--- src/hw/perf_event_counters_consts.vh ---
// Constants of the performance-event counter unit
`ifndef PERF_EVENT_COUNTERS_CONSTS_VH
`define PERF_EVENT_COUNTERS_CONSTS_VH

// Register indices; byte address is four times the index
`define IDX_RETIRED_INSTR     10'h309
`define IDX_CORE_CYCLES       10'h30a
`define IDX_REFERENCE_CYCLES  10'h30b
`define IDX_GP_COUNT0         10'h0c1
`define IDX_GP_COUNT1         10'h0c2
`define IDX_GP_SELECT0        10'h186
`define IDX_GP_SELECT1        10'h187

// Address bit that picks the upper 32 bits of a 64-bit counter
`define ADDR_HI_BIT           12
`define ADDR_TOP_LSB          13

// Reset values
`define COUNT_RESET           64'h0000_0000_0000_0000
`define SELECT_RESET          32'h0000_0000

// Event select register layout
`define SEL_EVENT_LSB         0
`define SEL_EVENT_MSB         7
`define SEL_UMASK_LSB         8
`define SEL_UMASK_MSB         15
`define SEL_ENABLE_BIT        22

// General-purpose event encodings
`define EVT_LOAD_BLOCK        8'h03
`define UMASK_STORE_ADDRESS   8'h02
`define UMASK_STORE_DATA      8'h04
`define UMASK_OVERLAP_STORE   8'h08
`define EVT_INST_RETIRED      8'hc0
`define UMASK_HOST_MODE       8'h08
`define EVT_RENAME_STALLS     8'hd2
`define UMASK_OTHER_SERIALIZE 8'h10

// Load data size codes
`define LOAD_SIZE_1           2'h0
`define LOAD_SIZE_2           2'h1
`define LOAD_SIZE_4           2'h2
`define LOAD_SIZE_8           2'h3

// AXI responses
`define RESP_OKAY             2'h0
`define RESP_SLVERR           2'h2

`endif

--- src/hw/perf_event_counters.v ---
// Performance-event counters with an AXI4-Lite register slave
`timescale 1ns/1ps
`include "perf_event_counters_consts.vh"

module perf_event_counters (
    // Clock and reset
    input  wire        aclk,
    input  wire        aresetn,
    // AXI4-Lite write address
    input  wire        awvalid,
    output reg         awready,
    input  wire [15:0] awaddr,
    input  wire [2:0]  awprot,
    // AXI4-Lite write data
    input  wire        wvalid,
    output reg         wready,
    input  wire [31:0] wdata,
    input  wire [3:0]  wstrb,
    // AXI4-Lite write response
    output reg         bvalid,
    input  wire        bready,
    output reg  [1:0]  bresp,
    // AXI4-Lite read address
    input  wire        arvalid,
    output reg         arready,
    input  wire [15:0] araddr,
    input  wire [2:0]  arprot,
    // AXI4-Lite read data
    output reg         rvalid,
    input  wire        rready,
    output reg  [31:0] rdata,
    output reg  [1:0]  rresp,
    // Retirement from the pipeline
    input  wire        uop_retire,
    input  wire        uop_last,
    input  wire        virtualization_host_mode,
    // Halt and clock-stop state
    input  wire        halt_instruction,
    input  wire        monitor_wait_instruction,
    input  wire        thermal_monitor_stopclock,
    // Time-stamp rate tick, also the bus-clock tick
    input  wire        ref_tick,
    // Load/store conflicts
    input  wire        load_wait_store_address,
    input  wire        load_wait_store_data,
    input  wire        overlap_partial,
    input  wire        overlap_covered,
    input  wire        store_size_aligned,
    input  wire [1:0]  load_size,
    input  wire        load_off_store_start,
    input  wire        load_misaligned,
    // Rename stage
    input  wire        rename_other_serialize_stall
);

    localparam NUM_COUNT = 5;
    localparam SLOT_NONE = 3'h7;

    // Counters 0..2 fixed, 3..4 general purpose; each slot owns its
    // register and this array is only the read view of them
    wire [63:0] count [0:NUM_COUNT-1];
    reg  [31:0] select0;
    reg  [31:0] select1;

    // Held write request
    reg         aw_held;
    reg         w_held;
    reg  [15:0] awaddr_q;
    reg  [31:0] wdata_q;
    reg  [3:0]  wstrb_q;

    wire [3:0]  wr_dec;
    wire [3:0]  rd_dec;
    wire        do_write;
    wire [NUM_COUNT-1:0] inc;
    wire        instr_retired;
    wire        overlap_store;
    wire        gp_event0;
    wire        gp_event1;
    wire        host_retired;
    wire        wr_refused;
    wire        rd_refused;
    reg  [31:0] next_rdata;

    // Address to {upper half, slot}; slot 5/6 are the event selects
    function [3:0] decode;
        input [15:0] a;
        reg   [2:0]  slot;
        begin
            slot = SLOT_NONE;
            if (a[15:`ADDR_TOP_LSB] == 3'h0 && a[1:0] == 2'h0) begin
                case (a[11:2])
                    `IDX_RETIRED_INSTR:    slot = 3'h0;
                    `IDX_CORE_CYCLES:      slot = 3'h1;
                    `IDX_REFERENCE_CYCLES: slot = 3'h2;
                    `IDX_GP_COUNT0:        slot = 3'h3;
                    `IDX_GP_COUNT1:        slot = 3'h4;
                    `IDX_GP_SELECT0:       slot = 3'h5;
                    `IDX_GP_SELECT1:       slot = 3'h6;
                    default:               slot = SLOT_NONE;
                endcase
            end
            // Selects have no upper half
            if (a[`ADDR_HI_BIT] && (slot == 3'h5 || slot == 3'h6))
                slot = SLOT_NONE;
            decode = {a[`ADDR_HI_BIT], slot};
        end
    endfunction

    // Byte-lane merge of a write into a stored word
    function [31:0] merge;
        input [31:0] old;
        input [31:0] data;
        input [3:0]  strb;
        integer      b;
        begin
            merge = old;
            for (b = 0; b < 4; b = b + 1) begin
                if (strb[b])
                    merge[8*b +: 8] = data[8*b +: 8];
            end
        end
    endfunction

    // General-purpose event match for one select register
    function gp_match;
        input [31:0] sel;
        input        ev_sta;
        input        ev_std;
        input        ev_ovl;
        input        ev_host;
        input        ev_stall;
        reg   [7:0]  evt;
        reg   [7:0]  um;
        begin
            evt = sel[`SEL_EVENT_MSB:`SEL_EVENT_LSB];
            um  = sel[`SEL_UMASK_MSB:`SEL_UMASK_LSB];
            // Unknown event and mask pairs count nothing
            gp_match = 1'b0;
            if (sel[`SEL_ENABLE_BIT]) begin
                if (evt == `EVT_LOAD_BLOCK && um == `UMASK_STORE_ADDRESS)
                    gp_match = ev_sta;
                if (evt == `EVT_LOAD_BLOCK && um == `UMASK_STORE_DATA)
                    gp_match = ev_std;
                if (evt == `EVT_LOAD_BLOCK && um == `UMASK_OVERLAP_STORE)
                    gp_match = ev_ovl;
                if (evt == `EVT_INST_RETIRED && um == `UMASK_HOST_MODE)
                    gp_match = ev_host;
                if (evt == `EVT_RENAME_STALLS && um == `UMASK_OTHER_SERIALIZE)
                    gp_match = ev_stall;
            end
        end
    endfunction

    // no gating by interrupt or handler state
    assign instr_retired = uop_retire & uop_last;

    // aligned store, small or misaligned load
    assign overlap_store = overlap_partial
        | (overlap_covered & store_size_aligned
           & ((((load_size == `LOAD_SIZE_1) | (load_size == `LOAD_SIZE_2))
               & load_off_store_start)
              | (((load_size == `LOAD_SIZE_4) | (load_size == `LOAD_SIZE_8))
               & load_misaligned)));

    // retirements seen while in host mode
    assign host_retired = instr_retired & virtualization_host_mode;

    // A blocked load counts every cycle it waits, so may add several
    assign gp_event0 = gp_match(select0, load_wait_store_address,
                                load_wait_store_data, overlap_store,
                                host_retired,
                                rename_other_serialize_stall);
    assign gp_event1 = gp_match(select1, load_wait_store_address,
                                load_wait_store_data, overlap_store,
                                host_retired,
                                rename_other_serialize_stall);

    assign inc[0] = instr_retired;
    // aclk is the core clock itself
    assign inc[1] = ~halt_instruction;
    assign inc[2] = ref_tick & ~halt_instruction & ~monitor_wait_instruction
                    & ~thermal_monitor_stopclock;
    // general events reach only counters 3 and 4
    assign inc[3] = gp_event0;
    assign inc[4] = gp_event1;

    // A write lands only once address and data are both held
    assign do_write = aw_held & w_held & ~bvalid;
    assign wr_dec   = decode(awaddr_q);
    assign rd_dec   = decode(araddr);

    // Refused accesses store nothing and answer with an error
    assign wr_refused = (wr_dec[2:0] == SLOT_NONE);
    assign rd_refused = (rd_dec[2:0] == SLOT_NONE);

    // Write channel; address and data are taken in either order
    always @(posedge aclk) begin
        if (!aresetn) begin
            awready  <= 1'b1;
            wready   <= 1'b1;
            aw_held  <= 1'b0;
            w_held   <= 1'b0;
            awaddr_q <= 16'h0000;
            wdata_q  <= 32'h0000_0000;
            wstrb_q  <= 4'h0;
            bvalid   <= 1'b0;
            bresp    <= `RESP_OKAY;
        end else begin
            if (awvalid && awready) begin
                awready  <= 1'b0;
                aw_held  <= 1'b1;
                awaddr_q <= awaddr;
            end
            if (wvalid && wready) begin
                wready  <= 1'b0;
                w_held  <= 1'b1;
                wdata_q <= wdata;
                wstrb_q <= wstrb;
            end
            if (do_write) begin
                aw_held <= 1'b0;
                w_held  <= 1'b0;
                bvalid  <= 1'b1;
                bresp   <= wr_refused ? `RESP_SLVERR : `RESP_OKAY;
            end
            // Ready again only after the response, so one write at a time
            if (bvalid && bready) begin
                bvalid  <= 1'b0;
                awready <= 1'b1;
                wready  <= 1'b1;
            end
        end
    end

    // Counters; a software load wins over a same-cycle increment,
    // and that increment is lost rather than deferred
    genvar i;
    generate
        for (i = 0; i < NUM_COUNT; i = i + 1) begin : g_count
            wire wr_lo = do_write & (wr_dec[2:0] == i) & ~wr_dec[3];
            wire wr_hi = do_write & (wr_dec[2:0] == i) & wr_dec[3];
            reg  [63:0] value;
            always @(posedge aclk) begin
                if (!aresetn) begin
                    value <= `COUNT_RESET;
                end else if (wr_lo) begin
                    value[31:0] <= merge(value[31:0], wdata_q, wstrb_q);
                end else if (wr_hi) begin
                    value[63:32] <= merge(value[63:32], wdata_q, wstrb_q);
                end else if (inc[i]) begin
                    value <= value + 64'h1;
                end
            end
            assign count[i] = value;
        end
    endgenerate

    // Event select registers
    always @(posedge aclk) begin
        if (!aresetn) begin
            select0 <= `SELECT_RESET;
            select1 <= `SELECT_RESET;
        end else if (do_write) begin
            if (wr_dec[2:0] == 3'h5)
                select0 <= merge(select0, wdata_q, wstrb_q);
            if (wr_dec[2:0] == 3'h6)
                select1 <= merge(select1, wdata_q, wstrb_q);
        end
    end

    // Read data mux; the two halves of a counter are read apart, so a
    // carry may fall between them
    always @* begin
        next_rdata = 32'h0000_0000;
        case (rd_dec[2:0])
            3'h0, 3'h1, 3'h2, 3'h3, 3'h4:
                next_rdata = rd_dec[3] ? count[rd_dec[2:0]][63:32]
                                       : count[rd_dec[2:0]][31:0];
            3'h5:    next_rdata = select0;
            3'h6:    next_rdata = select1;
            default: next_rdata = 32'h0000_0000;
        endcase
    end

    // Read channel; answer one cycle after the address is taken
    always @(posedge aclk) begin
        if (!aresetn) begin
            arready <= 1'b1;
            rvalid  <= 1'b0;
            rdata   <= 32'h0000_0000;
            rresp   <= `RESP_OKAY;
        end else begin
            if (arvalid && arready) begin
                arready <= 1'b0;
                rvalid  <= 1'b1;
                rdata   <= next_rdata;
                rresp   <= rd_refused ? `RESP_SLVERR : `RESP_OKAY;
            end
            if (rvalid && rready) begin
                rvalid  <= 1'b0;
                arready <= 1'b1;
            end
        end
    end

endmodule // perf_event_counters

--- config.mk ---
export PLATFORM = sky130hd
export DESIGN_NAME = perf_event_counters
export DESIGN_NICKNAME = d
export VERILOG_FILES = /design/src/hw/perf_event_counters.v
export VERILOG_INCLUDE_DIRS = /design/src /design/src/hw
export SDC_FILE = /design/constraint.sdc
export NUM_CORES = 2
export LEC_CHECK = 0
export BUFFER_PORTS_ARGS = -buffer_cell sky130_fd_sc_hd__buf_2
export CAP_MARGIN = 0
export CELL_PAD_IN_SITES_DETAIL_PLACEMENT = 1
export CELL_PAD_IN_SITES_GLOBAL_PLACEMENT = 2
export CORE_AREA = 10 10 370 228
export DETAILED_ROUTE_END_ITERATION = 8
export DIE_AREA = 0 0 380 238
export HOLD_SLACK_MARGIN = 0.08
export MAX_ROUTING_LAYER = met4
export PLACE_DENSITY_LB_ADDON = 0.1
export SYNTH_ARGS = -nofsm -noshare
export SYNTH_HDL_FRONTEND = slang
export SYNTH_SLANG_ARGS = --single-unit
--- constraint.sdc ---
create_clock -name aclk -period 4.6 [get_ports aclk]
set_input_delay 0.92 -clock aclk [delete_from_list [all_inputs] [get_ports aclk]]
set_output_delay 0.92 -clock aclk [all_outputs]
set_load 0.005 [all_outputs]
==> summary.txt <==
Power and ir drop
  – Peak VDD IR: around 0.26 mV
  – Reg power frac: a little over two fifths
  – Power Dens Cells: between 200 and 300 nW/um2
  – P_int: 7140 uW
  – Sw Pwr: around 2600 uW
  – Clk network pwr share: 50.1%
  – Logic pwr share: roughly 6.2%
  – Net Sw Frac: a little over a quarter
  – Leakage power total: about 0.011 uW

Layout
  – Proportion of layout cells with a drive suffix above 1: 13.2%
  – Sequential Area: about 9500 um2
  – Most common cell after layout, fill and taps aside: nand2_1
  – Nets: between 4000 and 5000
  – Post-Layout Cell Count: ~5200
  – Syn-to-layout area delta: 13.3%
  – Most frequent cells in the layout: nand2_1, a21oi_1, dfxtp_1
  – Multi-input gate area: between 15000 and 20000 um2
  – Fin util: roughly 44%
  – Fillers: between 9000 and 10000
  – Layout Cell Area excl Fill: roughly 34000 um2

Global route
  – Met1 Use GR: about half
  – Met3 Resource Use GR: 8.69%
  – Vias in the first global route: ~32000
  – Gr busiest metal: met1
  – Grt ovf: 0
  – Met2 Use GR: approximately 43%
  – Total Routing Usage GR: roughly a third
  – Antenna violations before repair: 2
  – Largest net degree at the start of global routing: a little over 80
  – Global-route wire length before repair: about 230 mm

Placement
  – PortBufs: 129
  – Placed cells: about 5100
  – Post-DP HPWL: roughly 110 mm
  – Global placement routability congestion: 0.998
  – Post-DP Area: 32000 um2

Logic synthesis
  – Post-Synth Simple-Gate Area: between 20% and 30%
  – Synthesized area: about 30000 um2
  – Synth Area in Compound Gates: around 33%
  – XOR/XNOR share of the synthesized area: less than 1%
  – Top_reg_cell synth: dfxtp_1
  – Multiplexer share of the synthesized area: approximately 2.4%
  – Cells after synthesis: around 4100
  – Post-synthesis register bit count: between 400 and 500
  – Sequential-to-total area share from yosys stat: about a third
  – Post-synth top area share: a little under a third
  – Yosys cell types: 84
  – Synth area leaders: dfxtp_1, a21oi_1, nand2_1
  – Main combinational cell family by area after synthesis: compound AO/OA/AOI/OAI gates
  – Post-Synth Adder-Cell Area: less than 1%
  – Cell taking the most area after synthesis: dfxtp_1
  – Post-synth ARST share: 0%
  – EDFF count, synth: 0
  – Synthesized area per cell: between 7 and 8 um2
  – Yosys warnings: 0

Route
  – Initial DRT Pass Iterations: 7
  – Via count: 35000
  – Via/cell ratio: around 6.7
  – DRT Wirelength: between 150 and 200 mm
  – Number of remaining DRC errors: 0
  – Initial detailed-routing violation count: between 4000 and 5000
  – WL/cell: between 20 and 30 um
  – Detail Route Antenna Nets: 0

Worst setup path
  – Critical Path Fanout Max: 16
  – CP required: a little over 5000 ps
  – Crit path DAT: around 4500 ps
  – Setup CP Type: reg2reg
  – CP Capture Type: flop
  – Max incr delay on CP: 1020 ps
  – Crit path max-delay family: compound AO/OA/AOI/OAI gates
  – CP max stage cell: a21oi_1
  – CP Launch Type: flop
  – R2R setup slack: 640 ps
  – Most used cell along the critical path: a21oi_1
  – Critical path buffers and inverters: 1
  – Cell Chain, Critical Path: or4_1, nor4_1, o2111a_1, a21oi_1, buf_4, a21oi_1, nor2_1, o221a_2

Clock network
  – Root Driver: clkbuf_16
  – Worst-case clock buffer depth: 3
  – CTS clk-pin slew, worst paths: roughly 70 ps
  – Worst-Skew Late Latency: 650 ps
  – Cts hold-fix bufs: 0
  – Post-CTS Setup Bufs: 0
  – Cts repair resizes: 0
  – Number of buffers created by CTS: 53
  – H-tree depth: 2
  – Clock sink count: 477
  – CTS tree: yes

Timing
  – Final Hold Viols: 0
  – Setup TNS: 0 ps
  – FMAX: ~250 MHz
  – Least-Margin Pin Slew: around 1300 ps
  – Normalized max-slew margin: between 10% and 20%
  – Final Skew: around 25 ps
  – Setup violators final: 0
  – Min Tclk post-route: approximately 4000 ps
  – Slew Limit Fails: 0
  – Period utilisation layout: a little under nine tenths
  – RSZ-0062 raised after global routing: false

Floorplan
  – Total die area: around 90000 um2
  – Die Height: roughly 240 um
  – DIE WIDTH: 380 um
  – Io pins: 139
  – Initial Utilization: a little under 40%
  – Num rows: 79
  – Core Footprint: 77300 um2

Status
  – Outcome: finished clean

Worst hold path
  – Hold crit path type: reg2reg

Job
  – Max_cap viols: 0
## cell families after synthesis
family | after synthesis
adders and majority gates | 5
muxes | 70
buffers and inverters | 405
AOI/OAI and AO/OA | 1502
xor gates and xnor gates | 1
and+or+nand+nor | 1662
other | 1
DFF | 477
## Yosys cell counts (all sizes together), types with 13 or more instances
cell type    n
or2         27
nand2      585
and2        56
nand4       77
or3         24
a21boi      16
nor2       372
nand2b      13
inv         60
or4         16
a22o        22
a41oi       26
buf         73
dfxtp      477
o31ai       57
o211a       16
nor3       105
a222oi      13
o22ai       64
and3        71
o221ai      35
o41ai       24
and4        29
a221oi      46
a32o        13
mux2i       65
o21ai      189
nand3      146
nand3b      14
clkbuf     269
a21oi      567
a21o        55
o21a        51
o32ai       44
a211oi      17
a31oi       81
nor4        72
o211ai      27
nor4b       14
o221a       78
## stage by stage
step | hold WS [ps] | setup WS (ps) | power, uW
floorplan | 431 | 1370 | 4580
global placement | 431 | 332 | 4920
detailed placement | 436 | 263 | 4930
CTS | 454 | 732 | 9730
global route | 473 | 447 | 9940
finish | 454 | 641 | 9730
## layer usage
metal / up-vias / part of all wire (%)
met4: 0 / 2.9
met3: 275 / 11
met5: - / 0
met2: 1757 / 38
li1: 15500 / -
met1: 17400 / 48
## tightest hold or removal path: stages, from the launching register on
cell and delay, ps:
dfxtp_1 310, nand2_1 50, a21oi_1 50
## power groups by stage
stage / registers, uW / logic [uW] / clock network, uW
after CTS: 4250 / 583 / 4900
after detailed placement: 4340 / 582 / 0
after global placement: 4340 / 578 / 0
after floorplan: 4280 / 302 / 0
final: 4250 / 601 / 4870
after global routing: 4250 / 623 / 5070
## area by class of cell
class                   count  share of cell area [%]
clock buffers              79                    4.91
well taps                1053                    3.88
inverters                  63                   0.718
diodes                      2                  0.0147
multi-input cells        3242                    55.6
flip-flops and latches    477                    28.1
repair buffers            299                    5.98
clock inverters            20                   0.766
## sequential cells by signal (all words and copies together) (netlist names)
name / cells
g_count.value: 320
rdata: 32
select0: 32
select1: 32
wdata_q: 32
awaddr_q: 16
wstrb_q: 4
arready: 1
aw_held: 1
awready: 1
bresp: 1
bvalid: 1
rresp: 1
rvalid: 1
w_held: 1
wready: 1
## final timing paths
| path | startpoint | depth (start not counted) | end |
|---|---|---|---|
| max | awaddr_q[14] | 8 | g_count[1].value[14] |
| min | select0[30] | 2 | select0[30] |
| max reg2reg | awaddr_q[14] | 8 | g_count[1].value[14] |
| min reg2reg | select0[30] | 2 | select0[30] |
No activity file was read; power rests on OpenSTA's default activity.
